[config.mk]
export PLATFORM = sky130hd
export DESIGN_NAME = dmc_host
export DESIGN_NICKNAME = d
export VERILOG_FILES = /design/src/verilog/dmc_pkg.sv /design/src/verilog/dmc_host.sv
export VERILOG_INCLUDE_DIRS = /design/src /design/src/verilog
export SDC_FILE = /design/constraint.sdc
export NUM_CORES = 1
export LEC_CHECK = 0
export BUFFER_PORTS_ARGS = -buffer_cell sky130_fd_sc_hd__buf_2
export CELL_PAD_IN_SITES_DETAIL_PLACEMENT = 1
export CELL_PAD_IN_SITES_GLOBAL_PLACEMENT = 2
export CORE_UTILIZATION = 40
export CTS_BUF_LIST = sky130_fd_sc_hd__clkbuf_4
export CTS_CLUSTER_SIZE = 40
export DETAILED_ROUTE_END_ITERATION = 10
export GPL_TIMING_DRIVEN = 0
export PLACE_DENSITY_LB_ADDON = 0.1
export SYNTH_ARGS = -nofsm -noshare
export SYNTH_HDL_FRONTEND = slang
export SYNTH_SLANG_ARGS = --single-unit
export TNS_END_PERCENT = 50
[constraint.sdc]
create_clock -name clk -period 5.3 [get_ports clk]
set_input_delay 1.06 -clock clk [delete_from_list [all_inputs] [get_ports clk]]
set_output_delay 1.06 -clock clk [all_outputs]
set_load 0.02 [all_outputs]
[src/verilog/dmc_params.svh]
// timing, layout and count constants for the dram host controller
// assumes a 50 MHz clock; cycle counts are derived from their times, except sync latency, page margin and wake cycles
`ifndef DMC_PARAMS_SVH
`define DMC_PARAMS_SVH

`define DMC_CLK_NS 20
`define DMC_T_RC_NS 150
`define DMC_T_RP_NS 60
`define DMC_T_CAC_NS 40
`define DMC_T_CP_NS 25
`define DMC_T_RAS_MAX_NS 10000
`define DMC_T_REF_NS 4000000
`define DMC_T_PWRUP_NS 100000
`define DMC_REF_ROWS 256
`define DMC_WAKE_CYCLES 8
`define DMC_SYNC_LAT 4
`define DMC_PAGE_MARGIN 32

`define DMC_CEIL(t) (((t) + `DMC_CLK_NS - 1) / `DMC_CLK_NS)
`define DMC_RP_CYC `DMC_CEIL(`DMC_T_RP_NS)
`define DMC_RASLO_CYC `DMC_CEIL(`DMC_T_RC_NS - `DMC_T_RP_NS)
`define DMC_COL_CYC (`DMC_CEIL(`DMC_T_CAC_NS) + `DMC_SYNC_LAT)
`define DMC_CP_CYC `DMC_CEIL(`DMC_T_CP_NS)
`define DMC_REF_CYC (`DMC_T_REF_NS / `DMC_REF_ROWS / `DMC_CLK_NS)
`define DMC_PWRUP_CYC `DMC_CEIL(`DMC_T_PWRUP_NS)
`define DMC_PAGE_MAX_CYC (`DMC_T_RAS_MAX_NS / `DMC_CLK_NS - `DMC_PAGE_MARGIN)

`define DMC_ROW_HI 15
`define DMC_ROW_LO 8
`define DMC_COL_HI 7
`define DMC_COL_LO 0
`define DMC_BIT9 8

`endif

[src/verilog/dmc_pkg.sv]
// types shared by the dram host controller
// assumes nothing beyond a SystemVerilog tool
package dmc_pkg;
  typedef enum logic [2:0] {
    ST_PWR, ST_IDLE, ST_REF, ST_PRE, ST_ROW, ST_ADR, ST_COL, ST_CHI
  } dmc_state_t;
  typedef logic [15:0] dmc_addr_t;
  typedef logic [8:0] dmc_word_t;
  typedef logic [7:0] dmc_lane_t;
  typedef logic [12:0] dmc_tmr_t;
  typedef logic [9:0] dmc_rtmr_t;
  typedef logic [8:0] dmc_pcnt_t;
  typedef logic [3:0] dmc_wcnt_t;
endpackage

[src/verilog/dmc_host.sv]
// host controller for a 64K x 9 multiplexed-address dram module
// assumes a 50 MHz clk; data pins resolved by the testbench from the output enable
//
// Notes on behaviour
// - address sent as row half, then column half
// - same-row requests reuse open row (page mode)
// - all 256 rows refreshed within 4 ms
// - refresh spread evenly, one row per slot
// - column-before-row refresh not issued here
// - hidden refresh not issued here
// - 100 us wait, then eight row cycles
// - missed refresh slot repeats eight-cycle wake-up
// - column strobe high at least precharge time
// - row-to-column delay kept within its maximum
// - cycle spacing 150 ns random, 75 page
// - write data held past column strobe fall
// - write strobe high through whole read
// - refresh drives row, column strobe high
`include "dmc_params.svh"
`timescale 1ns/10ps
`default_nettype none

module dmc_host #(
  parameter int PWRUP_CYC = `DMC_PWRUP_CYC
) (
  input wire logic clk,
  input wire logic rst,
  input wire logic req_valid,
  output logic req_ready,
  input wire logic req_write,
  input wire dmc_pkg::dmc_addr_t req_addr,
  input wire dmc_pkg::dmc_word_t req_wdata,
  output logic rsp_valid,
  output dmc_pkg::dmc_word_t rsp_rdata,
  output logic ras_n,
  output logic cas_n,
  output logic ninth_bit_column_strobe_n,
  output logic we_n,
  output dmc_pkg::dmc_lane_t multiplexed_address,
  output dmc_pkg::dmc_lane_t data_io_lanes_o,
  output logic data_io_lanes_oe,
  input wire dmc_pkg::dmc_lane_t data_io_lanes_i,
  output logic ninth_bit_input,
  input wire logic ninth_bit_output
);
  import dmc_pkg::*;

  localparam dmc_tmr_t PWR_LD = dmc_tmr_t'(PWRUP_CYC - 1);
  localparam dmc_tmr_t RP_LD = dmc_tmr_t'(`DMC_RP_CYC - 1);
  localparam dmc_tmr_t RASLO_LD = dmc_tmr_t'(`DMC_RASLO_CYC - 1);
  localparam dmc_tmr_t COL_LD = dmc_tmr_t'(`DMC_COL_CYC - 1);
  localparam dmc_tmr_t CP_LD = dmc_tmr_t'(`DMC_CP_CYC - 1);
  localparam dmc_rtmr_t REF_LD = dmc_rtmr_t'(`DMC_REF_CYC - 1);
  localparam dmc_pcnt_t PAGE_MAX = dmc_pcnt_t'(`DMC_PAGE_MAX_CYC);
  localparam dmc_wcnt_t WAKE_N = dmc_wcnt_t'(`DMC_WAKE_CYCLES);

  dmc_state_t state_ff, nxt_state;
  dmc_tmr_t tmr_ff, nxt_tmr;
  dmc_rtmr_t ref_tmr_ff;
  dmc_lane_t ref_row_ff;
  dmc_wcnt_t wake_cnt_ff, nxt_wake_cnt;
  dmc_pcnt_t ras_lo_cnt_ff;
  dmc_addr_t addr_ff, nxt_addr;
  dmc_word_t wdata_ff, nxt_wdata;
  dmc_word_t sy1_ff, sy2_ff, sy3_ff, rd_stable_ff;
  dmc_word_t rsp_rdata_ff;
  dmc_lane_t maddr_ff, dout_ff;
  logic wr_ff, nxt_wr, have_req_ff, ref_pend_ff, nxt_pend;
  logic req_ready_ff, nxt_ready, rsp_valid_ff;
  logic ras_n_ff, cas_n_ff, ninth_bit_column_strobe_n_n_ff, we_n_ff, data_oe_ff, bit9_ff;
  logic take, ref_tick, serve, page_ok;

  // *******************************************
  // sequencing
  // *******************************************
  assign take = req_valid && req_ready_ff;
  assign ref_tick = (ref_tmr_ff == '0);
  assign serve = (nxt_state == ST_REF) && (state_ff != ST_REF);
  assign page_ok = ras_lo_cnt_ff < PAGE_MAX;
  assign nxt_addr = take ? req_addr : addr_ff;
  assign nxt_wr = take ? req_write : wr_ff;
  assign nxt_wdata = take ? req_wdata : wdata_ff;

  always_comb begin
    nxt_state = state_ff;
    nxt_tmr = (tmr_ff != '0) ? tmr_ff - 1'b1 : tmr_ff;
    unique case (state_ff)
      ST_PWR: if (tmr_ff == '0) nxt_state = ST_IDLE;
      ST_IDLE: begin
        if (take) begin
          nxt_state = ST_ROW;
        end else if (wake_cnt_ff != WAKE_N || ref_pend_ff) begin
          nxt_state = ST_REF;
          nxt_tmr = RASLO_LD;
        end
      end
      ST_REF: begin
        if (tmr_ff == '0) begin
          nxt_state = ST_PRE;
          nxt_tmr = RP_LD;
        end
      end
      ST_ROW: nxt_state = ST_ADR;
      ST_ADR: begin
        nxt_state = ST_COL;
        nxt_tmr = COL_LD;
      end
      ST_COL: begin
        if (tmr_ff == '0) begin
          nxt_state = ST_CHI;
          nxt_tmr = CP_LD;
        end
      end
      ST_CHI: begin
        if (tmr_ff == '0) begin
          if (take && req_addr[`DMC_ROW_HI:`DMC_ROW_LO] == addr_ff[`DMC_ROW_HI:`DMC_ROW_LO]) begin
            nxt_state = ST_ADR;
          end else begin
            nxt_state = ST_PRE;
            nxt_tmr = RP_LD;
          end
        end
      end
      ST_PRE: if (tmr_ff == '0) nxt_state = have_req_ff ? ST_ROW : ST_IDLE;
    endcase
  end

  always_ff @(posedge clk or posedge rst) begin
    if (rst) begin
      state_ff <= ST_PWR;
      tmr_ff <= PWR_LD;
    end else begin
      state_ff <= nxt_state;
      tmr_ff <= nxt_tmr;
    end
  end

  // request capture; a row miss in page mode waits through precharge
  always_ff @(posedge clk or posedge rst) begin
    if (rst) begin
      addr_ff <= '0;
      wr_ff <= 1'b0;
      wdata_ff <= '0;
      have_req_ff <= 1'b0;
    end else begin
      addr_ff <= nxt_addr;
      wr_ff <= nxt_wr;
      wdata_ff <= nxt_wdata;
      if (take && state_ff == ST_CHI && nxt_state == ST_PRE) begin
        have_req_ff <= 1'b1;
      end else if (state_ff == ST_PRE && nxt_state == ST_ROW) begin
        have_req_ff <= 1'b0;
      end
    end
  end

  // *******************************************
  // refresh and wake-up
  // *******************************************
  assign nxt_pend = ref_tick || (ref_pend_ff && !serve);

  always_comb begin
    nxt_wake_cnt = wake_cnt_ff;
    if (ref_tick && ref_pend_ff) begin
      nxt_wake_cnt = '0;
    end else if (serve && wake_cnt_ff != WAKE_N) begin
      nxt_wake_cnt = wake_cnt_ff + 1'b1;
    end
  end

  always_ff @(posedge clk or posedge rst) begin
    if (rst) begin
      ref_tmr_ff <= REF_LD;
      ref_pend_ff <= 1'b0;
      ref_row_ff <= '0;
      wake_cnt_ff <= '0;
    end else begin
      // slot timer parked during power-up so no refresh queues behind the wait
      ref_tmr_ff <= (ref_tick || state_ff == ST_PWR) ? REF_LD : ref_tmr_ff - 1'b1;
      ref_pend_ff <= nxt_pend;
      wake_cnt_ff <= nxt_wake_cnt;
      if (serve) ref_row_ff <= ref_row_ff + 1'b1;
    end
  end

  // bounds how long one row may stay open under page mode
  always_ff @(posedge clk or posedge rst) begin
    if (rst) begin
      ras_lo_cnt_ff <= '0;
    end else if (ras_n_ff) begin
      ras_lo_cnt_ff <= '0;
    end else if (page_ok) begin
      ras_lo_cnt_ff <= ras_lo_cnt_ff + 1'b1;
    end
  end

  // *******************************************
  // pins, registered from the next state
  // *******************************************
  always_ff @(posedge clk or posedge rst) begin
    if (rst) begin
      ras_n_ff <= 1'b1;
      cas_n_ff <= 1'b1;
      ninth_bit_column_strobe_n_n_ff <= 1'b1;
      we_n_ff <= 1'b1;
      data_oe_ff <= 1'b0;
      maddr_ff <= '0;
      dout_ff <= '0;
      bit9_ff <= 1'b0;
    end else begin
      ras_n_ff <= !(nxt_state inside {ST_REF, ST_ROW, ST_ADR, ST_COL, ST_CHI});
      cas_n_ff <= nxt_state != ST_COL;
      ninth_bit_column_strobe_n_n_ff <= nxt_state != ST_COL;
      we_n_ff <= !(nxt_wr && nxt_state inside {ST_ROW, ST_ADR, ST_COL});
      data_oe_ff <= nxt_wr && nxt_state inside {ST_ADR, ST_COL};
      dout_ff <= nxt_wdata[`DMC_COL_HI:`DMC_COL_LO];
      bit9_ff <= nxt_wdata[`DMC_BIT9];
      // load the refresh row once; the row counter has already moved on
      if (serve) begin
        maddr_ff <= ref_row_ff;
      end else if (nxt_state == ST_ROW) begin
        maddr_ff <= nxt_addr[`DMC_ROW_HI:`DMC_ROW_LO];
      end else if (nxt_state inside {ST_ADR, ST_COL}) begin
        maddr_ff <= nxt_addr[`DMC_COL_HI:`DMC_COL_LO];
      end
    end
  end

  always_ff @(posedge clk or posedge rst) begin
    if (rst) begin
      req_ready_ff <= 1'b0;
    end else begin
      req_ready_ff <= nxt_ready;
    end
  end

  assign nxt_ready = !nxt_pend && nxt_wake_cnt == WAKE_N &&
                     (nxt_state == ST_IDLE ||
                      (nxt_state == ST_CHI && nxt_tmr == '0 && page_ok));

  // *******************************************
  // read data: sync, settle, answer
  // *******************************************
  always_ff @(posedge clk or posedge rst) begin
    if (rst) begin
      sy1_ff <= '0;
      sy2_ff <= '0;
      sy3_ff <= '0;
      rd_stable_ff <= '0;
    end else begin
      sy1_ff <= {ninth_bit_output, data_io_lanes_i};
      sy2_ff <= sy1_ff;
      sy3_ff <= sy2_ff;
      if (sy2_ff == sy3_ff) rd_stable_ff <= sy3_ff;
    end
  end

  // column strobe stays low long enough to cover access time plus sync delay
  always_ff @(posedge clk or posedge rst) begin
    if (rst) begin
      rsp_valid_ff <= 1'b0;
      rsp_rdata_ff <= '0;
    end else begin
      rsp_valid_ff <= state_ff == ST_COL && tmr_ff == '0 && !wr_ff;
      if (state_ff == ST_COL && tmr_ff == '0 && !wr_ff) rsp_rdata_ff <= rd_stable_ff;
    end
  end

  assign req_ready = req_ready_ff;
  assign rsp_valid = rsp_valid_ff;
  assign rsp_rdata = rsp_rdata_ff;
  assign ras_n = ras_n_ff;
  assign cas_n = cas_n_ff;
  assign ninth_bit_column_strobe_n = ninth_bit_column_strobe_n_n_ff;
  assign we_n = we_n_ff;
  assign multiplexed_address = maddr_ff;
  assign data_io_lanes_o = dout_ff;
  assign data_io_lanes_oe = data_oe_ff;
  assign ninth_bit_input = bit9_ff;
endmodule

`default_nettype wire

==> impl_metrics.ini, run 1 <==
[synth]
yosysTopAreaCellShare = 0.505
yosysMostFrequentCell = dfrtp_1
ys_types = 59
syn_area_per_cell_sq_um = 11.8
yosys_warnings = 0
ys_top_cells_by_area = dfrtp_1 (50%), mux2_2 (7.0%), dfstp_2 (6.2%)
yosysTopAreaCell = dfrtp_1
netlist_area_sq_um = 5950
syn-num-nets = 553
ys.flop_type = dfrtp_1
synth_edf_count = 0
synth_seq_cells = 134
yosysSeqAreaShare = 0.567
syn-instance-count = 506
synthArstFlopShare = 1.00
synthTopCellsByCount = dfrtp_1 (120), nor2_1 (40), mux2_2 (37)

[status]
status = completed

[timing]
tightest_slew_ns = 0.926
maxSlewHeadroom = 0.380
drv_slew = 0
setup_viol = 0
hold_viol = 0
grt_setup_unrepaired = no
setup_tns_ns = 0
setup_ws_ns = 1.66
period_share = 0.686
fmax_ghz = 0.275
fin_crit_ns = 3.64
worst_hold_slack_ns = 0.363
skew_ns = 0.0166

[detailed_routing]
wl_mm = 13.4
firstDrtPassIters = 4
via_per_inst = 5.23
drc = 0
dr.first_iter.drc_count = 154
via_count = 4157
routedWlPerCell_um = 16.8
ant_nets = 0

[power_and_ir_drop]
switching_share = 0.253
clock_power_share = 0.368
power_density_nw_per_um2 = 255
seqPwrFrac = 0.601
finalPower_uw = 1740
p_int_uw = 1300
ir_drop_mv = 0.183
combPwrFrac = 0.031
p_switching_uw = 441
power_leakage_uw = 0.00334

[critical_path]
r2r_slack_ns = 1.66
r2r_start = tmr_ff[0]
end_kind = flop
path_class = reg -> reg
cp_max_fo = 9
r2r_end = req_ready
cp.arrival_ns = 4.12
r2r_cells = 14
start_kind = flop
cp.required_ns = 5.78

[clocking]
postCtsHoldBufs = 0
clock_path_buffers = 2
cts_tree = built
cts_resized = 0
cts_setup_buffers = 0
clkLatencyLatePin_ns = 0.53
cts_root_buf = clkbuf_4
clock-sinks = 134
htree_levels = 4
clkSlewWorstSetupHoldPaths_ns = 0.13
cts_buffers = 17

[global_route]
grt_overflow = 0
grt_usage = 0.192
antenna_found_initial = 1
grt_first_pass_wirelength_mm = 22.3
grt_pass1_vias = 4415
grt_start_max_net_pins = 88

[finish]
drive_gt1_frac = 0.286
nFillCells = 1618
synthToLayoutAreaGrowth_pct = 14.8
stdcell_area_sq_um = 6830
seq_area_sq_um = 3370
multi_input_area_sq_um = 2380
fin_nets = 643

[floorplan]
die_x_um = 124
start_util = 0.409
dieHeight_um = 124
fp.coreArea_sq_um = 14500
die_area_sq_um = 15400
boundaryPins = 71
rows = 44

[placement]
dp_hpwl_mm = 9.51
pre_cts_slack_ns = 1.69
placed_area_sq_um = 6560
gp_congestion = 0.802
place.port_buffers = 70

[min_path]
hold_class = reg -> reg
hold_start = sy1_ff[4]
holdPathEnd = sy2_ff[4]
min_path_cells = 0

[run]
drv_cap = 0
[worst max-delay path: stages, from the launching register on]
cell and delay, ns:
dfstp_2 0.41, inv_1 0.12, ha_1 0.20, or4b_1 0.43
clkbuf_1 0.21, nor3_4 0.40, inv_2 0.18, ha_1 0.34
inv_1 0.06, o221ai_1 0.23, a21oi_1 0.07, a311oi_1 0.32
nand4_1 0.17, nor4_1 0.29, o211a_1 0.17
[worst max path at each step]
| stage | cells past startpoint | from | endpoint | slack (ns) |
|---|---|---|---|---|
| final | 14 | tmr_ff[0] | req_ready | 1.66 |
| after global routing | 14 | tmr_ff[0] | req_ready | 1.29 |
| after CTS | 14 | tmr_ff[0] | req_ready | 1.68 |
| after detailed placement | 14 | tmr_ff[0] | req_ready | 1.69 |
| after global placement | 2 | rst | multiplexed_address[5] | -0.90 |
| after floorplan | 1 | rst | addr_ff[0] | 0.68 |
[layout by cell type, fill, tap and decap left out, drive strengths merged, types with 4 or more instances in the layout]
cell type	Yosys	final
dfrtp	120	120
buf	9	80
nor2	40	40
mux2	37	37
xnor2	29	29
inv	26	29
clkbuf	11	29
nand3	23	23
nand2	20	20
nor3	20	20
a21oi	19	19
xor2	19	19
dfstp	14	14
mux2i	12	12
nand4	10	10
o211ai	10	10
ha	9	9
nor4	7	7
clkinv	0	7
a221o	6	6
or3	5	5
and2	4	4
o31ai	4	4
and3	4	4
o21ai	4	4
[power groups by stage]
stage          Combinational, uW  Sequential, uW  Clock, uW
2_1_floorplan               28.5            1060          0
3_3_place_gp                51.0            1070          0
3_5_place_dp                56.2            1070          0
4_1_cts                     56.5            1050        673
5_1_grt                     62.2            1050        711
6_report                    53.8            1050        642
[routing by layer]
layer / track usage / up-vias / share of wire
met5: 0 / - / 0
met4: 0.0543 / 0 / 0.011
met3: 0.0536 / 9 / 0.041
met2: 0.305 / 76 / 0.47
met1: 0.256 / 2097 / 0.48
li1: - / 1975 / -
[stage by stage]
stage,instances,util
finish,795,0.470
floorplan,506,-
CTS,793,0.470
global placement,760,0.449
detailed placement,761,0.451
global route,795,0.470
[cell type report]
cell class | count | share of cell area
Multi-Input combinational cell | 326 | 0.349
Clock buffer | 18 | 0.0198
Antenna cell | 2 | 0.000733
Clock inverter | 14 | 0.0187
Inverter | 26 | 0.0150
Sequential cell | 134 | 0.494
Tap cell | 184 | 0.0337
Buffer | 20 | 0.0141
Timing Repair Buffer | 71 | 0.0553
[state kept, by name, summed over array words and instances, names as in the netlist, 9 cells and up]
| name | count |
|---|---|
| tmr_ff | 13 |
| ref_tmr_ff | 10 |
| addr_ff | 16 |
| rsp_rdata | 9 |
| rd_stable_ff | 9 |
| sy2_ff | 9 |
| sy1_ff | 9 |
| ras_lo_cnt_ff | 9 |
| sy3_ff | 9 |
[kinds of logic after synthesis]
group           synth area share
mux                       0.0902
xor+xnor                  0.0707
compound gates            0.0823
fa+ha+maj                 0.0189
flops                      0.567
simple gates               0.139
buf+inv                   0.0326
No activity file was read; power rests on OpenSTA's default activity.
==> run 2: changes to the inputs <==
clock period = 3.6 ns   (was 5.3 ns; I/O delays follow)
==> run 2 against run 1 <==
Net effect: flip-flop and latch count stayed put; utilization is 0.57 points higher; register-to-register slack worse by 1.3 ns; worst setup slack worse by 1.3 ns; highest routed layer unchanged; largest cell class unchanged; via count is 0.55% lower; worst hold slack worse by 0.13 ns; die area stayed put.
==> impl_metrics.ini, run 2 (synthesis gave the netlist of run 1 again) <==
[status]
status = completed

[clocking]
cts_tree = built
htree_levels = 4
cts_root_buf = clkbuf_4
clock_path_buffers = 2
postCtsHoldBufs = 0
clkLatencyLatePin_ns = 0.54
cts_buffers = 17
clock-sinks = 134
clkSlewWorstSetupHoldPaths_ns = 0.14

[finish]
synthToLayoutAreaGrowth_pct = 16.2
post-route-util = 0.476
stdcell_count = 796
regMostFlops = addr_ff
most-common-layout-cells = dfrtp_1 (120), buf_2 (75), nor2_1 (40), mux2_2 (37), xnor2_1 (29)
mostFrequentLayoutCell = dfrtp_1
fin_nets = 646
n_antenna_cell = 0
top_regs = addr_ff x16, tmr_ff x13, ref_tmr_ff x10
drive_gt1_frac = 0.297
largest_register_ffs = 16

[run]
drv_cap = 0

[floorplan]
boundaryPins = 71
die_area_sq_um = 15400
die_x_um = 124
rows = 44
dieHeight_um = 124
fp.coreArea_sq_um = 14500
start_util = 0.409

[global_route]
grt_start_max_net_pins = 44
grt_first_pass_wirelength_mm = 23.0
antenna_found_initial = 0
grt_pass1_vias = 4456
grt_usage = 0.198
grt_overflow = 0

[critical_path]
worst-path-buf-inv = 3
slowest_stage = or4b_4
path_class = reg -> reg
path_cells = inv_1 > ha_1 > or4b_4 > nor3_4 > inv_2 > ha_1 > inv_1 > o221ai_1 > a21oi_1 > a311oi_2 > nand4_1 > nor4_2 > o211a_1
cpPeakStageDelay_ns = 0.54
cp.required_ns = 4.07
critPathTopFamily = simple AND/OR/NAND/NOR gates
end_kind = flop
cp.arrival_ns = 3.73
start_kind = flop
cp_max_fo = 7

[power_and_ir_drop]
power_leakage_uw = 0.00337
ir_drop_mv = 0.260
power_density_nw_per_um2 = 385

[detailed_routing]
firstDrtPassIters = 4
wl_mm = 13.7
via_per_inst = 5.19
dr.first_iter.drc_count = 191
ant_nets = 0
via_count = 4134
top_layer = met4
met1Wirelength_mm = 6.68
drc = 0
routedWlPerCell_um = 17.2
met3RoutedLength_um = 480
wl_met2_mm = 6.43

[timing]
drv_slew = 0
tightest_slew_ns = 0.964
fmax_ghz = 0.306
maxSlewHeadroom = 0.355
worst_hold_slack_ns = 0.236
fin_crit_ns = 3.26
period_share = 0.907
hold_viol = 0
skew_ns = 0.0254
grt_setup_unrepaired = no
setup_viol = 0

[placement]
place.port_buffers = 70
dp_hpwl_mm = 9.90
gp_congestion = 0.766
post-place-cells = 763

[min_path]
hold_class = in -> async
-- run 2: where the power goes --
group,leakage (uW),switching (uW),internal [uW]
Sequential,0.00171,13.5,1530
Clock,0.000150,598,436
Combinational,0.00151,47.0,35.9
Total,0.00337,659,2000
-- run 2: cell type report --
class	instances	area (sq um)
clock buffers	19	143
flip-flops and latches	134	3370
clock inverters	13	149
multi-input cells	326	2400
well taps	184	230
repair buffers	75	425
plain buffers	19	92.6
fillers	1605	7620
inverters	26	101
-- run 2: path summary, 6_finish.rpt --
| kind | start | end | slack, ns | cells after the start |
|---|---|---|---|---|
| worst max-delay path | tmr_ff[1] | req_ready | 0.34 | 13 |
| worst min-delay path | rst | sy1_ff[6] | 0.24 | 2 |
| worst max register to register | tmr_ff[1] | req_ready | 0.34 | 13 |
| worst min register to register | sy1_ff[8] | sy2_ff[8] | 0.36 | 0 |
| max in group asynchronous | rst | ras_n | 2.46 | 4 |
| min in group clk | data_io_lanes_i[0] | sy1_ff[0] | 0.27 | 1 |
-- run 2: per-layer routing --
| metal | vias to the layer above | global-route usage |
|---|---|---|
| met4 | 0 | 0.0588 |
| li1 | 1982 | - |
| met2 | 68 | 0.312 |
| met5 | - | 0 |
| met3 | 7 | 0.0536 |
| met1 | 2077 | 0.268 |
-- run 2: worst register-to-register path: stages, from the launching register on --
cell	delay, ns
dfstp_2	0.40
inv_1	0.11
ha_1	0.20
or4b_4	0.54
nor3_4	0.23
inv_2	0.12
ha_1	0.32
inv_1	0.07
o221ai_1	0.24
a21oi_1	0.09
a311oi_2	0.26
nand4_1	0.15
nor4_2	0.29
o211a_1	0.17
-- run 2: per-stage QoR --
step | setup TNS [ns] | total power, uW | worst slack [ns] | area, sq um
2_1_floorplan | 0 | 1610 | 0.562 | 5950
3_3_place_gp | -0.00802 | 1650 | -0.00802 | 6530
3_5_place_dp | -0.0359 | 1660 | -0.0359 | 6590
4_1_cts | 0 | 2710 | 0.133 | 6900
5_1_grt | 0 | 2770 | 0.0728 | 6910
6_report | 0 | 2660 | 0.337 | 6910
-- run 2: what timing repair did --
action | 4_1_cts | 5_1_grt
endpoints found under the setup margin | 1 | 4
gates resized for setup | 0 | 3
setup buffers | 2 | 0
pin swaps | 1 | 0
==> run 3: changes to the inputs <==
RECOVER_POWER = 25   (was unset)
REMOVE_ABC_BUFFERS = 1   (was unset)
==> run 3 against run 2 <==
Net effect: maximum frequency fell by 1.8%; worst hold slack improved by 0.036 ns; the run now ends with max-capacitance violations, max-slew violations left; highest routed layer unchanged; worst setup slack got worse by 0.059 ns; clock power barely moved; critical path type unchanged; routed wire length fell by 3.9%; final area fell by 1.2%; global-route usage fell by 0.73 points; power barely moved; utilization fell by 0.59 points; flip-flop and latch count did not move; critical endpoint unchanged; count of clock-buffer cells in the layout fell by 1; non-clock buffer count fell by 19.
==> impl_metrics.ini, run 3 (synthesis gave the netlist of run 1 again) <==
[global_route]
grt_first_pass_wirelength_mm = 21.9
grt_start_max_net_pins = 72
grt.met1_usage = 0.250
grtUsageMet2 = 0.300
grt_usage = 0.191
busiest_layer = met2
use_met3 = 0.0609
grt_overflow = 0
grt_pass1_vias = 4281
antenna_found_initial = 0

[finish]
synthToLayoutAreaGrowth_pct = 14.7
n_antenna_cell = 0
stdcell_area_sq_um = 6830
nFillCells = 1597
top_regs = addr_ff x16, tmr_ff x13, ref_tmr_ff x10
stdcell_count = 777
post-route-util = 0.470
multi_input_area_sq_um = 2400
regMostFlops = addr_ff
drive_gt1_frac = 0.285
largest_register_ffs = 16
fin_nets = 627
most-common-layout-cells = dfrtp_1 (120), buf_2 (69), nor2_1 (40), mux2_2 (37), xnor2_1 (29)
mostFrequentLayoutCell = dfrtp_1
seq_area_sq_um = 3370

[timing]
fmax_ghz = 0.301
skew_ns = 0.0162
period_share = 0.923
fin_crit_ns = 3.32
hold_viol = 0
setup_tns_ns = 0
grt_setup_unrepaired = no
drv_slew = 64
maxSlewHeadroom = -0.608
setup_viol = 0
setup_ws_ns = 0.278
tightest_slew_ns = 2.41

[floorplan]
dieHeight_um = 124
fp.coreArea_sq_um = 14500
die_area_sq_um = 15400
die_x_um = 124
boundaryPins = 71
start_util = 0.409
rows = 44

[critical_path]
cp_max_fo = 7
end_kind = flop
cp.arrival_ns = 3.81
cp.required_ns = 4.09
start_kind = flop
r2r_cells = 13
path_class = reg -> reg

[clocking]
clock-sinks = 134
cts_buffers = 17
clock_path_buffers = 2
clkSlewWorstSetupHoldPaths_ns = 0.11
htree_levels = 4
postCtsHoldBufs = 0
cts_tree = built
cts_root_buf = clkbuf_4
clkLatencyLatePin_ns = 0.55

[detailed_routing]
via_per_inst = 5.24
routedWlPerCell_um = 17.0
dr.first_iter.drc_count = 167
drc = 0
wl_mm = 13.2
firstDrtPassIters = 4
ant_nets = 0
via_count = 4072

[placement]
gp_congestion = 0.764
place.port_buffers = 70
dp_hpwl_mm = 9.15
post-place-cells = 741
placed_area_sq_um = 6470
pre_cts_slack_ns = -0.0996

[status]
violations = max-capacitance violations, max-slew violations
status = finished, violations left

[power_and_ir_drop]
power_density_nw_per_um2 = 390
ir_drop_mv = 0.208
power_leakage_uw = 0.00332

[min_path]
hold_class = in -> reg
min_path_cells = 1

[run]
drv_cap = 1
run 3: power breakdown:
part | internal, uW | total, uW | switching, uW
Combinational | 32.3 | 77.6 | 45.3
Clock | 481 | 1040 | 559
Sequential | 1530 | 1540 | 12.1
run 3: timing repair:
item	CTS	global route
setup endpoints to repair	1	7
pin swaps	1	0
gates resized for setup	0	4
buffers inserted	3	0
cloned	0	0
run 3: worst paths after layout:
kind                                   to  slack (ns)          startpoint
worst max-delay path            req_ready        0.28           tmr_ff[0]
worst min-delay path            sy1_ff[5]        0.27  data_io_lanes_i[5]
worst max register to register  req_ready        0.28           tmr_ff[0]
worst min register to register  sy2_ff[7]        0.35           sy1_ff[7]
max in group asynchronous       sy2_ff[8]        1.24                 rst
min in group asynchronous       sy2_ff[7]        1.00                 rst
run 3: critical path: stages (launching register included):
cell and delay, ns:
dfstp_2 0.41, inv_1 0.11, ha_1 0.20, or4b_4 0.54
nor3_4 0.24, inv_2 0.13, ha_1 0.31, inv_1 0.05
o221ai_1 0.22, a21oi_1 0.07, a311oi_1 0.31, nand4_1 0.15
nor4_1 0.35, o211a_1 0.18
run 3: stage by stage:
step                hold WS (ns)  power [uW]
global placement           0.333        1640
floorplan                  0.331        1610
global route               0.201        2770
CTS                        0.205        2710
finish                     0.272        2660
detailed placement         0.336        1650
run 3: cell type report:
cell class / count / area share
Clock buffer: 18 / 0.0198
Tap cell: 184 / 0.0337
Timing Repair Buffer: 75 / 0.0625
Multi-Input combinational cell: 326 / 0.352
Clock inverter: 14 / 0.0235
Inverter: 26 / 0.0143
Sequential cell: 134 / 0.494
run 3: per-layer routing:
metal / share of wire / vias to the layer above
li1: - / 1945
met1: 0.47 / 2059
met2: 0.49 / 56
met3: 0.037 / 12
met4: 0.012 / 0
met5: 0 / -
